<file path="src/verilog/scg_pkg.sv">
// Behaviour
// - Each module clock domain except the program store stops on its own, as the chosen sleep mode dictates.
// - Core domain gated off freezes register file, status and stack memory.
// - Peripheral domain feeds peripherals; some interrupts still wake it asynchronously.
// - Serial address match wakes the device even with peripheral clock stopped.
// - Program store clock runs and stops together with the core clock.
// - Async timer domain runs from the 32 kHz crystal in idle, noise reduction, power-save and extended standby sleep.
// - Converter domain keeps running in noise reduction mode while core and peripheral clocks stop.
// - Source fuses decode: crystal, low-frequency crystal, RC, internal RC, external.
// - Fuse bits are inverted: stored one is unprogrammed, zero programmed.
// - Only the selected source drives the clock generator and every domain except the async timer.
// - Wake from power-down or save counts source cycles before execution.
// - Start from reset adds no delay, 4096 or 65536 supervisory oscillator cycles.
// - Fuses default to source 0001 and start-up 10 before capture.
// - Crystal: lowest source bit and start-up bits pick wake and reset delays.
package scg_pkg;

    // Factory fuse contents, stored polarity
    localparam logic [3:0] FUSE_SRC_DEFAULT = 4'h1;
    localparam logic [1:0] FUSE_SUT_DEFAULT = 2'h2;
    localparam logic       FUSE_AMP_DEFAULT = 1'h1;

    // Register map of the plain software port
    localparam logic [1:0] ADDR_CTRL = 2'h0;
    localparam logic [1:0] ADDR_STAT = 2'h1;
    localparam logic [1:0] ADDR_FUSE = 2'h2;
    localparam logic [1:0] ADDR_PROG = 2'h3;
    localparam int         CTRL_GO_BIT = 0;
    localparam logic [7:0] CTRL_RESET  = 8'h00;

    // Sleep mode codes written into the control register
    localparam logic [2:0] MODE_IDLE  = 3'h0;
    localparam logic [2:0] MODE_ADCNR = 3'h1;
    localparam logic [2:0] MODE_PDOWN = 3'h2;
    localparam logic [2:0] MODE_PSAVE = 3'h3;
    localparam logic [2:0] MODE_STBY  = 3'h6;
    localparam logic [2:0] MODE_XSTBY = 3'h7;

    // Start-up counts in cycles of the counted oscillator
    localparam int WAKE_258   = 258;
    localparam int WAKE_1K    = 1024;
    localparam int WAKE_16K   = 16384;
    localparam int WAKE_32K   = 32768;
    localparam int WAKE_OTHER = 6;
    localparam int RST_SHORT  = 4096;
    localparam int RST_LONG   = 65536;
    localparam int CNT_W      = 17;

    typedef enum logic [2:0] {
        SRC_EXT_CLK, SRC_INT_RC, SRC_EXT_RC, SRC_LF_XTAL, SRC_XTAL
    } scg_src_t;

    // Raw oscillator levels, one per candidate source
    typedef struct packed {
        logic xtal;
        logic lf_xtal;
        logic ext_rc;
        logic int_rc;
        logic ext_clk;
    } scg_srcs_t;

    // Per-domain run requests
    typedef struct packed {
        logic core;
        logic io;
        logic flash;
        logic asy;
        logic adc;
    } scg_dom_t;

endpackage

</file>
<file path="src/verilog/scg_gate.sv">
`timescale 1ns/10ps
module scg_gate
    import scg_pkg::*;
(
    input  wire logic clk_sys,
    input  wire logic rst_n,
    input  wire logic ce,
    input  wire logic en_req,
    input  wire logic src_level,
    output logic      gclk
);

    logic src_reg, src_next;
    logic en_reg,  en_next;
    logic gclk_next;

    // Enable may only change while the source is low, so a pulse is never cut
    always_comb begin
        src_next  = src_level;
        en_next   = src_reg ? en_reg : en_req;
        gclk_next = en_reg & src_reg;
    end

    always_ff @(posedge clk_sys or negedge rst_n) begin
        if (!rst_n) begin
            src_reg <= 1'h0;
            en_reg  <= 1'h0;
            gclk    <= 1'h0;
        end else if (ce) begin
            src_reg <= src_next;
            en_reg  <= en_next;
            gclk    <= gclk_next;
        end
    end

    a_gate_no_cut: assert property (@(posedge clk_sys) disable iff (!rst_n)
        ($past(ce) && $fell(gclk)) |-> !$past(src_reg))
        else $error("gated clock fell while source still high");

    a_gate_whole_rise: assert property (@(posedge clk_sys) disable iff (!rst_n)
        ($past(ce) && $past(ce, 2) && $rose(gclk)) |-> !$past(src_reg, 2))
        else $error("gated clock started mid pulse");

endmodule

</file>
<file path="src/verilog/scg_top.sv">
// The address map and the strobed register port were left to the implementer.
`timescale 1ns/10ps
module scg_top
    import scg_pkg::*;
#(
    parameter int W258   = WAKE_258,
    parameter int W1K    = WAKE_1K,
    parameter int W16K   = WAKE_16K,
    parameter int W32K   = WAKE_32K,
    parameter int WOTHER = WAKE_OTHER,
    parameter int RSHORT = RST_SHORT,
    parameter int RLONG  = RST_LONG
) (
    input  wire logic       clk_sys,
    input  wire logic       arst_n,
    input  wire logic       ce,
    input  wire logic [1:0] addr,
    input  wire logic [7:0] wdata,
    input  wire logic       wr_stb,
    input  wire logic       rd_stb,
    output logic      [7:0] rdata,
    input  wire logic [3:0] source_select_fuses,
    input  wire logic [1:0] startup_select_fuses,
    input  wire logic       amplifier_option_fuse,
    input  wire scg_srcs_t  osc_levels,
    input  wire logic       supervisory_oscillator,
    input  wire logic       async_xtal_level,
    input  wire logic       async_irq_req,
    input  wire logic       sync_irq_req,
    input  wire logic       twi_addr_match,
    output logic            core_domain_clock,
    output logic            peripheral_domain_clock,
    output logic            program_store_clock,
    output logic            async_timer_clock,
    output logic            converter_domain_clock,
    output logic            exec_enable,
    output logic            core_state_hold
);

    typedef enum logic [2:0] {ST_LOAD, ST_START, ST_RST_DLY, ST_RUN, ST_SLEEP, ST_WAKE} scg_st_t;

    ////////////////////////////////////////////////////////////////////////////////////////////
    // Reset release

    logic [1:0] rst_sync_reg;
    logic       rst_n;

    // Assert immediately, release two edges later to avoid a metastable release
    always_ff @(posedge clk_sys or negedge arst_n) begin
        if (!arst_n) begin
            rst_sync_reg <= 2'h0;
        end else begin
            rst_sync_reg <= {rst_sync_reg[0], 1'h1};
        end
    end
    assign rst_n = rst_sync_reg[1];

    ////////////////////////////////////////////////////////////////////////////////////////////
    // Decoding helpers

    // Stored fuse values map straight onto the source classes
    function automatic scg_src_t src_class(input logic [3:0] f);
        if (f >= 4'hA)      src_class = SRC_XTAL;
        else if (f == 4'h9) src_class = SRC_LF_XTAL;
        else if (f >= 4'h5) src_class = SRC_EXT_RC;
        else if (f >= 4'h1) src_class = SRC_INT_RC;
        else                src_class = SRC_EXT_CLK;
    endfunction

    function automatic logic [CNT_W-1:0] wake_lim(input scg_src_t c, input logic f0,
                                                  input logic [1:0] s);
        wake_lim = CNT_W'(WOTHER);
        if (c == SRC_XTAL) begin
            if (!f0) wake_lim = (s < 2'h2) ? CNT_W'(W258) : CNT_W'(W1K);
            else     wake_lim = (s == 2'h0) ? CNT_W'(W1K) : CNT_W'(W16K);
        end else if (c == SRC_LF_XTAL) begin
            wake_lim = (s == 2'h2) ? CNT_W'(W32K) : CNT_W'(W1K);
        end
    endfunction

    function automatic logic [CNT_W-1:0] rst_lim(input scg_src_t c, input logic f0,
                                                 input logic [1:0] s);
        logic [1:0] k;
        k = 2'h2;
        if (c == SRC_XTAL) begin
            // Code 0 is no delay, 1 short, 2 long
            unique case ({f0, s})
                3'h0, 3'h3, 3'h6: k = 2'h1;
                3'h1, 3'h4, 3'h7: k = 2'h2;
                3'h2, 3'h5:       k = 2'h0;
            endcase
        end else if (c == SRC_LF_XTAL) begin
            k = (s == 2'h0) ? 2'h1 : 2'h2;
        end else begin
            k = (s == 2'h0) ? 2'h0 : ((s == 2'h1) ? 2'h1 : 2'h2);
        end
        rst_lim = (k == 2'h0) ? '0 : ((k == 2'h1) ? CNT_W'(RSHORT) : CNT_W'(RLONG));
    endfunction

    // Which domains stay alive in each sleep mode
    function automatic scg_dom_t sleep_plan(input logic [2:0] m);
        sleep_plan = '0;
        unique case (m)
            MODE_IDLE:  sleep_plan = '{core: 1'h0, io: 1'h1, flash: 1'h0, asy: 1'h1, adc: 1'h1};
            MODE_ADCNR: sleep_plan = '{core: 1'h0, io: 1'h0, flash: 1'h0, asy: 1'h1, adc: 1'h1};
            MODE_PSAVE, MODE_XSTBY: sleep_plan.asy = 1'h1;
            default:    sleep_plan = '0;
        endcase
    endfunction

    ////////////////////////////////////////////////////////////////////////////////////////////
    // Control state

    scg_st_t          state_reg, state_next;
    logic [CNT_W-1:0] cnt_reg,   cnt_next;
    logic [3:0]       fsrc_reg,  fsrc_next;
    logic [1:0]       fsut_reg,  fsut_next;
    logic             famp_reg,  famp_next;
    logic [2:0]       mode_reg,  mode_next;
    logic             srcl_reg,  srcl_next;
    logic             srcp_reg,  srcp_next;
    logic             wdt_reg,   wdt_next;
    logic             wdtp_reg,  wdtp_next;
    scg_dom_t         dom_reg,   dom_next;
    logic             exec_next, hold_next;
    logic [7:0]       rdata_next;
    scg_src_t         cls;
    logic             src_edge, wdt_edge, wake, go;
    logic [CNT_W-1:0] wlim, rlim;

    always_comb begin
        cls      = src_class(fsrc_reg);
        wlim     = wake_lim(cls, fsrc_reg[0], fsut_reg);
        rlim     = rst_lim(cls, fsrc_reg[0], fsut_reg);
        src_edge = srcl_reg & ~srcp_reg;
        wdt_edge = wdt_reg & ~wdtp_reg;
        go       = wr_stb && addr == ADDR_CTRL && wdata[CTRL_GO_BIT];
        // Asynchronous interrupt and serial address paths need no peripheral clock
        wake     = async_irq_req | twi_addr_match | (sync_irq_req & dom_reg.io);
    end

    // Sequencer, fuse capture, source selection and domain requests
    always_comb begin
        state_next = state_reg;
        cnt_next   = cnt_reg;
        fsrc_next  = fsrc_reg;
        fsut_next  = fsut_reg;
        famp_next  = famp_reg;
        mode_next  = mode_reg;
        // Only the chosen oscillator reaches the generator
        unique case (cls)
            SRC_XTAL:    srcl_next = osc_levels.xtal;
            SRC_LF_XTAL: srcl_next = osc_levels.lf_xtal;
            SRC_EXT_RC:  srcl_next = osc_levels.ext_rc;
            SRC_INT_RC:  srcl_next = osc_levels.int_rc;
            default:     srcl_next = osc_levels.ext_clk;
        endcase
        srcp_next = srcl_reg;
        wdt_next  = supervisory_oscillator;
        wdtp_next = wdt_reg;
        if (wr_stb && addr == ADDR_CTRL) begin
            mode_next = wdata[3:1];
        end
        unique case (state_reg)
            ST_LOAD: begin
                fsrc_next  = source_select_fuses;
                fsut_next  = startup_select_fuses;
                famp_next  = amplifier_option_fuse;
                cnt_next   = '0;
                state_next = ST_START;
            end
            ST_START: begin
                if (src_edge) begin
                    cnt_next = cnt_reg + CNT_W'(1);
                    if (cnt_reg == wlim - CNT_W'(1)) begin
                        cnt_next   = '0;
                        state_next = (rlim == '0) ? ST_RUN : ST_RST_DLY;
                    end
                end
            end
            ST_RST_DLY: begin
                // Counted on the supervisory oscillator, independent of the source
                if (wdt_edge) begin
                    cnt_next = cnt_reg + CNT_W'(1);
                    if (cnt_reg == rlim - CNT_W'(1)) begin
                        cnt_next   = '0;
                        state_next = ST_RUN;
                    end
                end
            end
            ST_RUN: begin
                if (go) begin
                    state_next = ST_SLEEP;
                end
            end
            ST_SLEEP: begin
                if (wake) begin
                    cnt_next   = '0;
                    state_next = (mode_reg == MODE_PDOWN || mode_reg == MODE_PSAVE) ?
                                 ST_WAKE : ST_RUN;
                end
            end
            ST_WAKE: begin
                if (src_edge) begin
                    cnt_next = cnt_reg + CNT_W'(1);
                    if (cnt_reg == wlim - CNT_W'(1)) begin
                        cnt_next   = '0;
                        state_next = ST_RUN;
                    end
                end
            end
            default: state_next = ST_LOAD;
        endcase
        // Domain requests follow the next state; flash always tracks core
        unique case (state_next)
            ST_RUN:            dom_next = '1;
            ST_SLEEP, ST_WAKE: dom_next = sleep_plan(mode_next);
            default:           dom_next = '{core: 1'h0, io: 1'h0, flash: 1'h0,
                                            asy: 1'h1, adc: 1'h0};
        endcase
        dom_next.flash = dom_next.core;
        exec_next = state_next == ST_RUN;
        hold_next = !dom_next.core;
    end

    // Read data stands for exactly one cycle after the strobe
    always_comb begin
        rdata_next = 8'h00;
        if (rd_stb) begin
            unique case (addr)
                ADDR_CTRL: rdata_next = {4'h0, mode_reg, 1'h0};
                ADDR_STAT: rdata_next = {exec_enable, 2'h0, dom_reg};
                ADDR_FUSE: rdata_next = {1'h0, famp_reg, fsut_reg, fsrc_reg};
                ADDR_PROG: rdata_next = {1'h0, ~famp_reg, ~fsut_reg, ~fsrc_reg};
            endcase
        end
    end

    always_ff @(posedge clk_sys or negedge rst_n) begin
        if (!rst_n) begin
            state_reg       <= ST_LOAD;
            cnt_reg         <= '0;
            fsrc_reg        <= FUSE_SRC_DEFAULT;
            fsut_reg        <= FUSE_SUT_DEFAULT;
            famp_reg        <= FUSE_AMP_DEFAULT;
            mode_reg        <= CTRL_RESET[3:1];
            srcl_reg        <= 1'h0;
            srcp_reg        <= 1'h0;
            wdt_reg         <= 1'h0;
            wdtp_reg        <= 1'h0;
            dom_reg         <= '0;
            exec_enable     <= 1'h0;
            core_state_hold <= 1'h1;
            rdata           <= 8'h00;
        end else if (ce) begin
            state_reg       <= state_next;
            cnt_reg         <= cnt_next;
            fsrc_reg        <= fsrc_next;
            fsut_reg        <= fsut_next;
            famp_reg        <= famp_next;
            mode_reg        <= mode_next;
            srcl_reg        <= srcl_next;
            srcp_reg        <= srcp_next;
            wdt_reg         <= wdt_next;
            wdtp_reg        <= wdtp_next;
            dom_reg         <= dom_next;
            exec_enable     <= exec_next;
            core_state_hold <= hold_next;
            rdata           <= rdata_next;
        end
    end

    ////////////////////////////////////////////////////////////////////////////////////////////
    // Glitch-free domain gates; the timer gate runs from the watch crystal directly

    logic [4:0] gate_en;
    logic [4:0] gate_src;
    logic [4:0] gate_out;

    assign gate_en  = {dom_reg.core, dom_reg.io, dom_reg.flash, dom_reg.asy, dom_reg.adc};
    assign gate_src = {srcl_reg, srcl_reg, srcl_reg, async_xtal_level, srcl_reg};

    for (genvar g = 0; g < 5; g++) begin : g_gate
        scg_gate u_gate (
            .clk_sys   (clk_sys),
            .rst_n     (rst_n),
            .ce        (ce),
            .en_req    (gate_en[g]),
            .src_level (gate_src[g]),
            .gclk      (gate_out[g])
        );
    end

    assign core_domain_clock       = gate_out[4];
    assign peripheral_domain_clock = gate_out[3];
    assign program_store_clock     = gate_out[2];
    assign async_timer_clock       = gate_out[1];
    assign converter_domain_clock  = gate_out[0];

    ////////////////////////////////////////////////////////////////////////////////////////////
    // Checks

    a_flash_with_core: assert property (@(posedge clk_sys) disable iff (!rst_n)
        program_store_clock == core_domain_clock)
        else $error("program store clock differs from core clock");

    a_core_stopped_sleep: assert property (@(posedge clk_sys) disable iff (!rst_n)
        (state_reg == ST_SLEEP) |-> (!exec_enable && core_state_hold && !dom_reg.core))
        else $error("core domain live during sleep");

    a_wake_count_done: assert property (@(posedge clk_sys) disable iff (!rst_n)
        (ce && state_reg == ST_WAKE && state_next == ST_RUN)
            |-> (src_edge && cnt_reg == wlim - CNT_W'(1)) ##1 exec_enable)
        else $error("execution resumed before wake count");

    a_reset_delay_len: assert property (@(posedge clk_sys) disable iff (!rst_n)
        (state_reg == ST_RST_DLY ##1 state_reg == ST_RUN)
            |-> ($past(cnt_reg) == rlim - CNT_W'(1) && (rlim == CNT_W'(RSHORT)
                 || rlim == CNT_W'(RLONG))))
        else $error("reset delay not 4096 or 65536 supervisory cycles");

    a_async_wakes: assert property (@(posedge clk_sys) disable iff (!rst_n)
        (ce && state_reg == ST_SLEEP && (async_irq_req || twi_addr_match))
            |=> state_reg != ST_SLEEP)
        else $error("asynchronous wake source ignored");

    a_noise_mode_domains: assert property (@(posedge clk_sys) disable iff (!rst_n)
        (state_reg == ST_SLEEP && mode_reg == MODE_ADCNR)
            |-> (dom_reg.adc && dom_reg.asy && !dom_reg.io && !dom_reg.core))
        else $error("noise reduction mode domains wrong");

    a_src_decode: assert property (@(posedge clk_sys) disable iff (!rst_n)
        (fsrc_reg == 4'h9 |-> cls == SRC_LF_XTAL) and (fsrc_reg == 4'h0 |-> cls == SRC_EXT_CLK)
            and (fsrc_reg == 4'hA |-> cls == SRC_XTAL))
        else $error("source fuse decode wrong");

    a_crystal_long: assert property (@(posedge clk_sys) disable iff (!rst_n)
        (cls == SRC_XTAL && fsrc_reg[0] && fsut_reg == 2'h3)
            |-> (wlim == CNT_W'(W16K) && rlim == CNT_W'(RLONG)))
        else $error("crystal start-up selection wrong");

endmodule

</file>
<file path="config.mk">
export PLATFORM = sky130hd
export DESIGN_NAME = scg_top
export DESIGN_NICKNAME = d
export VERILOG_FILES = /design/src/verilog/scg_pkg.sv /design/src/verilog/scg_gate.sv /design/src/verilog/scg_top.sv
export SDC_FILE = /design/constraint.sdc
export NUM_CORES = 1
export LEC_CHECK = 0
export ABC_AREA = 1
export BUFFER_PORTS_ARGS = -buffer_cell sky130_fd_sc_hd__buf_2
export CAP_MARGIN = 20
export CORE_MARGIN = 5
export CORE_UTILIZATION = 50
export CTS_CLUSTER_SIZE = 24
export DETAILED_ROUTE_END_ITERATION = 10
export MAX_ROUTING_LAYER = met4
export PLACE_DENSITY = 0.82
export REMOVE_ABC_BUFFERS = 1
export SYNTH_ARGS = -nofsm -noshare
export SYNTH_HDL_FRONTEND = slang
export SYNTH_SLANG_ARGS = --single-unit
</file>
<file path="constraint.sdc">
create_clock -name clk_sys -period 3.5 [get_ports clk_sys]
set_clock_uncertainty 0.1 [all_clocks]
set_input_delay 0.35 -clock clk_sys [delete_from_list [all_inputs] [get_ports clk_sys]]
set_output_delay 0.35 -clock clk_sys [all_outputs]
set_load 0.05 [all_outputs]
</file>
* Yosys cells after proc, flatten, opt, wreduce, memory -nomap -nowiden
Memory sizes are Yosys's and may differ from the RTL's.
Index checks and enable logic that the tools add are counted.
** Word-level totals
- Bits in registers :: 59
- Latch bits :: 0
- Memory bits (writable) :: 0
- ROM bits :: 16
- Input port bits :: 32
- Output and inout bits :: 15
- Memories :: 1
** Memory list
- (no name shown) :: words 8, width 2, read ports 1, clocked after memory_dff 0, wr ports 0, line scg_top.sv:87 : unique case ({f0, s})
** Cells by class
- Add/subtract/negate cells :: 3
- Multiply operators :: 0
- Divide/modulo/power cells :: 0
- Order comparisons :: 4
- Equal/unequal tests :: 29
- Shifts and indexed selects :: 0
- Mux-type cells :: 42
- Bitwise operators :: 15
- Reductions and logical operators :: 19
** Operator list (number)
- two-way mux 17 bit :: 8
- one-hot mux 17 bit (4 select lines) :: 1
- equality test 17 bit :: 2
- subtractor 17 x 1 -> 17 bit, second input constant :: 2
- two-way mux 3 bit :: 11
- two-way mux 16 bit :: 2
- one-hot mux 8 bit (4 select lines) :: 1
- two-way mux 15 bit :: 2
- equality test 3 x 2 -> 1 bit, second input constant :: 8
- equality test 3 bit, second input constant :: 6
- one-hot mux 3 bit (6 select lines) :: 1
- adder 17 x 1 -> 17 bit, second input constant :: 1
- zero test 17 bit :: 1
- two-way mux 2 bit :: 8
- two-way mux 11 bit :: 1
- one-hot mux 5 bit (2 select lines) :: 1
- equality test 3 x 1 -> 1 bit, second input constant :: 3
- two-way mux 8 bit :: 1
- AND 1 bit :: 7
- equality test 2 x 1 -> 1 bit, second input constant :: 3
- equality test 2 bit, second input constant :: 3
- zero test 2 bit :: 3
- zero test 3 bit :: 2
- AND reduction 2 bit :: 3
- 20 further kinds :: 31

* Logic depth before layout (Yosys ltp)
- Depth after elaboration :: 20
- Depth in mapped cells :: 19
- Gate-level depth less buffers :: 18

* Modules after synthesis
Synthesis repeated with hierarchy kept, for this count alone.
** Second synthesis, totals
- Cell total of the unflattened synthesis :: 503
- Area total of the unflattened synthesis :: 3662.3 µm²
** By module, submodules not included
- scg_top :: times used 1, cells each 438, area an instance 3074.2 µm², sequential area each 1256.2 µm²
- scg_gate :: times used 5, cells each 13, area an instance 117.6 µm², sequential area each 75.1 µm²

* Worst setup path after synthesis
Ideal clock, no wire load.
- Kind :: register to register
- From :: reg fsut_reg[1]
- To :: reg cnt_reg[14]
- Library setup time :: 114 ps
- Data arrival time :: 1920 ps
- Setup slack :: 1366 ps
- Cell stages (with the launch flop) :: 17
- Clock period less this slack :: 2134 ps
- Path through :: dfstp_2 > inv_1 > ha_1 > nand2_1 > o21ai_0 > nor2_1 > a21oi_2 > nand2_1 > nand2_1 > nand2_1 > nor2_2 > nand2_1 > nand2_1 > nand3_2 > buf_6 > nand3_1 > inv_1
** Between the ends
- Word-level cells in the longest chain between the ends :: 13
** Ends and longest elaborated chain
- from (decl) :: line scg_top.sv:117 : logic [1:0] fsut_reg, fsut_next;
- from (signal assigned) :: line scg_top.sv:259 : fsut_reg <= fsut_next;
- equality test 2 x 1 -> 1 bit :: line scg_top.sv:95 : k = (s == 2'h0) ? 2'h0 : ((s == 2'h1) ? 2'h1 : 2'h2);
- two-way mux 2 bit (2 in series) :: line scg_top.sv:95
- two-way mux 2 bit :: line scg_top.sv:92 : end else if (c == SRC_LF_XTAL) begin
- two-way mux 2 bit :: line scg_top.sv:85 : if (c == SRC_XTAL) begin
- equality test 2 x 1 -> 1 bit :: line scg_top.sv:97 : rst_lim = (k == 2'h0) ? '0 : ((k == 2'h1) ? CNT_W'(RSHORT) : CNT_W'(RLONG));
- two-way mux 17 bit (2 in series) :: line scg_top.sv:97
- subtractor 17 x 1 -> 17 bit :: line scg_top.sv:185 : if (cnt_reg == rlim - CNT_W'(1)) begin
- equality test 17 bit :: line scg_top.sv:185
- two-way mux 17 bit :: line scg_top.sv:185
- two-way mux 17 bit :: line scg_top.sv:183 : if (wdt_edge) begin
- one-hot mux 17 bit (4 select lines) * :: line scg_top.sv:164 : unique case (state_reg)
- to (signal assigned) :: line scg_top.sv:257 : cnt_reg <= cnt_next;
- to (decl) :: line scg_top.sv:115 : logic [CNT_W-1:0] cnt_reg, cnt_next;
Every way passes the cells marked *; elsewhere a longest branch is shown, timed or not. The select of a mux whose other input is x is not followed.
A chain may end at the register's enable or synchronous reset.

* Worst setup path after layout
- From :: reg fsut_reg[1]
- To :: reg cnt_reg[16]
The elaborated chain is that of the path after synthesis.

==> run_results.csv <==
group,metric,value,unit
detailed_routing,wl_per_cell,12.9,um
critical_path,path_buf_inv,2,
cts,clock-root-buffer,"clkbuf_8",
detailed_routing,initialDrtViolationCount,219,
timing,min_period_over_period,70.0,%
detailed_routing,drt-pass1-iter-count,4,
flow_run,cap_violations,0,
logic_synthesis,synth_flop_cell,"dfrtp_1",
hold_path,min_path_type,"input pin to flop",
floorplan,fp.dieH,93.5,um
critical_path,crit_required,3.63,ns
cells_and_area,utilization,58.3,%
critical_path,slowest_stage,"dfstp_2",
placed_design,routabilityCongestion,0.931,
timing,worst_pin_slew,0.750,ns
critical_path,critical_path.max_fanout,12,
global_route,grtUsageTotal,19.7,%
logic_synthesis,postSynthAreaPerCell,7.41,um2
logic_synthesis,yosys-top-cells-area,"dfrtp_1 40%, nand2_1 13%, inv_1 7.3%",
placed_design,portBuffers,42,
detailed_routing,num_vias,3197,
global_route,grt_max_degree,34,
detailed_routing,ant_nets,0,
logic_synthesis,synth-compound-area-share,13.1,%
timing,min_period,2.45,ns
pwr,powerDensity,680,nW/um2
critical_path,path_cells,"inv_1 -> ha_1 -> nand2_1 -> o21ai_0 -> nor2_1 -> a21oi_2 -> nand2_1 -> nand2_1 -> nand2_1 -> nor2_2 -> nand2_1 -> nand2_1 -> nand3_2 -> nand3_1 -> inv_1",
logic_synthesis,synth_cell_type_count,45,
logic_synthesis,synth_xor_area_share,0.503,%
cells_and_area,fin_cells,615,
pwr,ir_drop,0.275,mV
logic_synthesis,synth_top_area_share,39.5,%
global_route,antenna_found_initial,0,
logic_synthesis,synthCells,470,
cells_and_area,num-fill-cells,633,
cells_and_area,largest_reg_flops,17,
floorplan,core_area,6790,um2
cts,path_clk_slew,0.07,ns
critical_path,endpoint_kind,"flop",
logic_synthesis,synth_most_common_cell,"nand2_1",
cts,htreeDepth,3,
cts,insertion_delay,0.34,ns
cells_and_area,drive_gt1_share,17.9,%
critical_path,cp_top_family,"simple AND/OR/NAND/NOR gates",
cts,cts_tree,"yes",
cells_and_area,diodes,0,
cts,numClockSinks,59,
pwr,cellLeakagePower,2.11,nW
placed_design,placed_cells,598,
placed_design,post-dp-hpwl,5940,um
timing,final_hold_viol_count,0,
global_route,grt_pass1_vias,2955,
critical_path,startpoint_type,"flop",
logic_synthesis,yosys.area_share.simple,32.4,%
logic_synthesis,synth_warnings,0,
cts,ctsResizeCount,0,
timing,whs,0.119,ns
cells_and_area,syn_to_final_growth,13.7,%
floorplan,rows,30,
detailed_routing,drt_drc_violations_left,0,
logic_synthesis,muxShareOfSynthArea,0.287,%
pwr,power,2.69,mW
floorplan,die_x,93.5,um
logic_synthesis,synth_commonest_cells,"117 x nand2_1, 68 x inv_1, 55 x dfrtp_1",
critical_path,crit_type,"flop to flop",
timing,drv_slew,0,
floorplan,dieArea,8730,um2
timing,clock.fmax,0.408,GHz
global_route,grt_overflow_total,0,
logic_synthesis,synthAdderAreaFrac,1.44,%
logic_synthesis,ys_seq_area_share,42.5,%
logic_synthesis,synthArstFlopShare,100,%
logic_synthesis,yosys.area.top_type,"dfrtp_1",
logic_synthesis,synth-seq-cells,59,
cts,cts_buffer_depth,2,
timing,relSlewSlack,50.0,%
timing,setup_viol,0,
logic_synthesis,synth_top_family_by_area,"simple AND/OR/NAND/NOR gates",
cells_and_area,nNetsFinal,550,
timing,rsz0062_at_grt,"false",
detailed_routing,wirelength,7960,um
timing,final.setup.tns,0,ns
floorplan,num_io_pins,47,
outcome,status,"complete, no violations",
critical_path,cp_slowest_stage_delay,0.54,ns
detailed_routing,via_per_inst,5.20,
cts,cts_buffers,9,
logic_synthesis,syn_area,3480,um2
floorplan,start_util,51.3,%
critical_path,worstPathArrival,2.58,ns
cts,post_cts_buffers,0,
critical_path,critPathMostFrequentCell,"nand2_1",
global_route,grt_pass1_wl,13400,um
logic_synthesis,synth-edff-count,0,
==> per-stage QoR <==
stage / setup WS, ns / instance area [um2]
floorplan: 1.36 / 3410
global placement: 1.12 / 3760
detailed placement: 1.06 / 3760
CTS: 1.03 / 3960
global route: 0.811 / 3960
finish: 1.05 / 3960
==> power by group <==
part | internal [mW] | switching (mW)
Sequential | 0.841 | 0.161
Combinational | 0.330 | 0.749
Clock | 0.347 | 0.264
==> layer usage <==
| metal | global-route usage, % | vias up | part of all wire [%] |
|---|---|---|---|
| li1 | - | 1609 | - |
| met1 | 23.8 | 1485 | 44 |
| met5 | - | - | 0 |
| met2 | 32.2 | 89 | 49 |
| met3 | 5.15 | 14 | 5.2 |
| met4 | 6.47 | 0 | 1.9 |
==> kinds of logic after synthesis <==
logic type,after synthesis
other cells,1
flops,59
compound gates,76
mux,1
simple gates,244
fa+ha+maj,4
buf+inv,83
xor+xnor,2
==> path summary, 6_finish.rpt <==
path                       cells after the start  slack, ns                        to             start
min in group asynchronous                      2       0.22           rst_sync_reg[1]            arst_n
hold reg to reg                                0       0.25               cnt_reg[12]   rst_sync_reg[1]
setup reg to reg                              15       1.05               cnt_reg[16]       fsut_reg[1]
setup / recovery                              15       1.05               cnt_reg[16]       fsut_reg[1]
hold / removal                                 3       0.12  g_gate[1].u_gate.src_reg  async_xtal_level
max in group asynchronous                      1       2.19                  famp_reg   rst_sync_reg[1]
==> tightest hold or removal path, cell delays in order <==
cell,delay [ns]
buf_2,0.07
nand2_1,0.04
o21ai_0,0.06
==> repair_timing <==
| item | in CTS | in global routing |
|---|---|---|
| endpoints found under the setup margin | 0 | 0 |
| endpoints found under the hold margin | 2 | 0 |
| hold buffers | 1 | 0 |
==> cell type report <==
cell class                      count  area, um2  share of cell area [%]
Tap cell                           96        120                    3.03
Clock inverter                      3       40.0                    1.01
Sequential cell                    59       1480                    37.5
Inverter                           71        267                    6.73
Timing Repair Buffer               45        235                    5.94
Multi-Input combinational cell    328       1670                    42.1
Clock buffer                       13        149                    3.76
==> layout by cell type, fill, tap and decap left out, types with 4 or more instances in the layout <==
| cell type | n |
|---|---|
| a21oi_1 | 18 |
| nor2_1 | 44 |
| nor4_1 | 4 |
| o21ai_0 | 32 |
| nand2_2 | 7 |
| nor3_1 | 9 |
| dfrtp_1 | 54 |
| o2111ai_1 | 4 |
| dfstp_2 | 4 |
| nand4_1 | 5 |
| nand2_1 | 117 |
| inv_1 | 68 |
| or2_2 | 6 |
| clkbuf_8 | 10 |
| ha_1 | 4 |
| buf_2 | 42 |
| nand3_1 | 40 |
No activity file was read; power rests on OpenSTA's default activity.
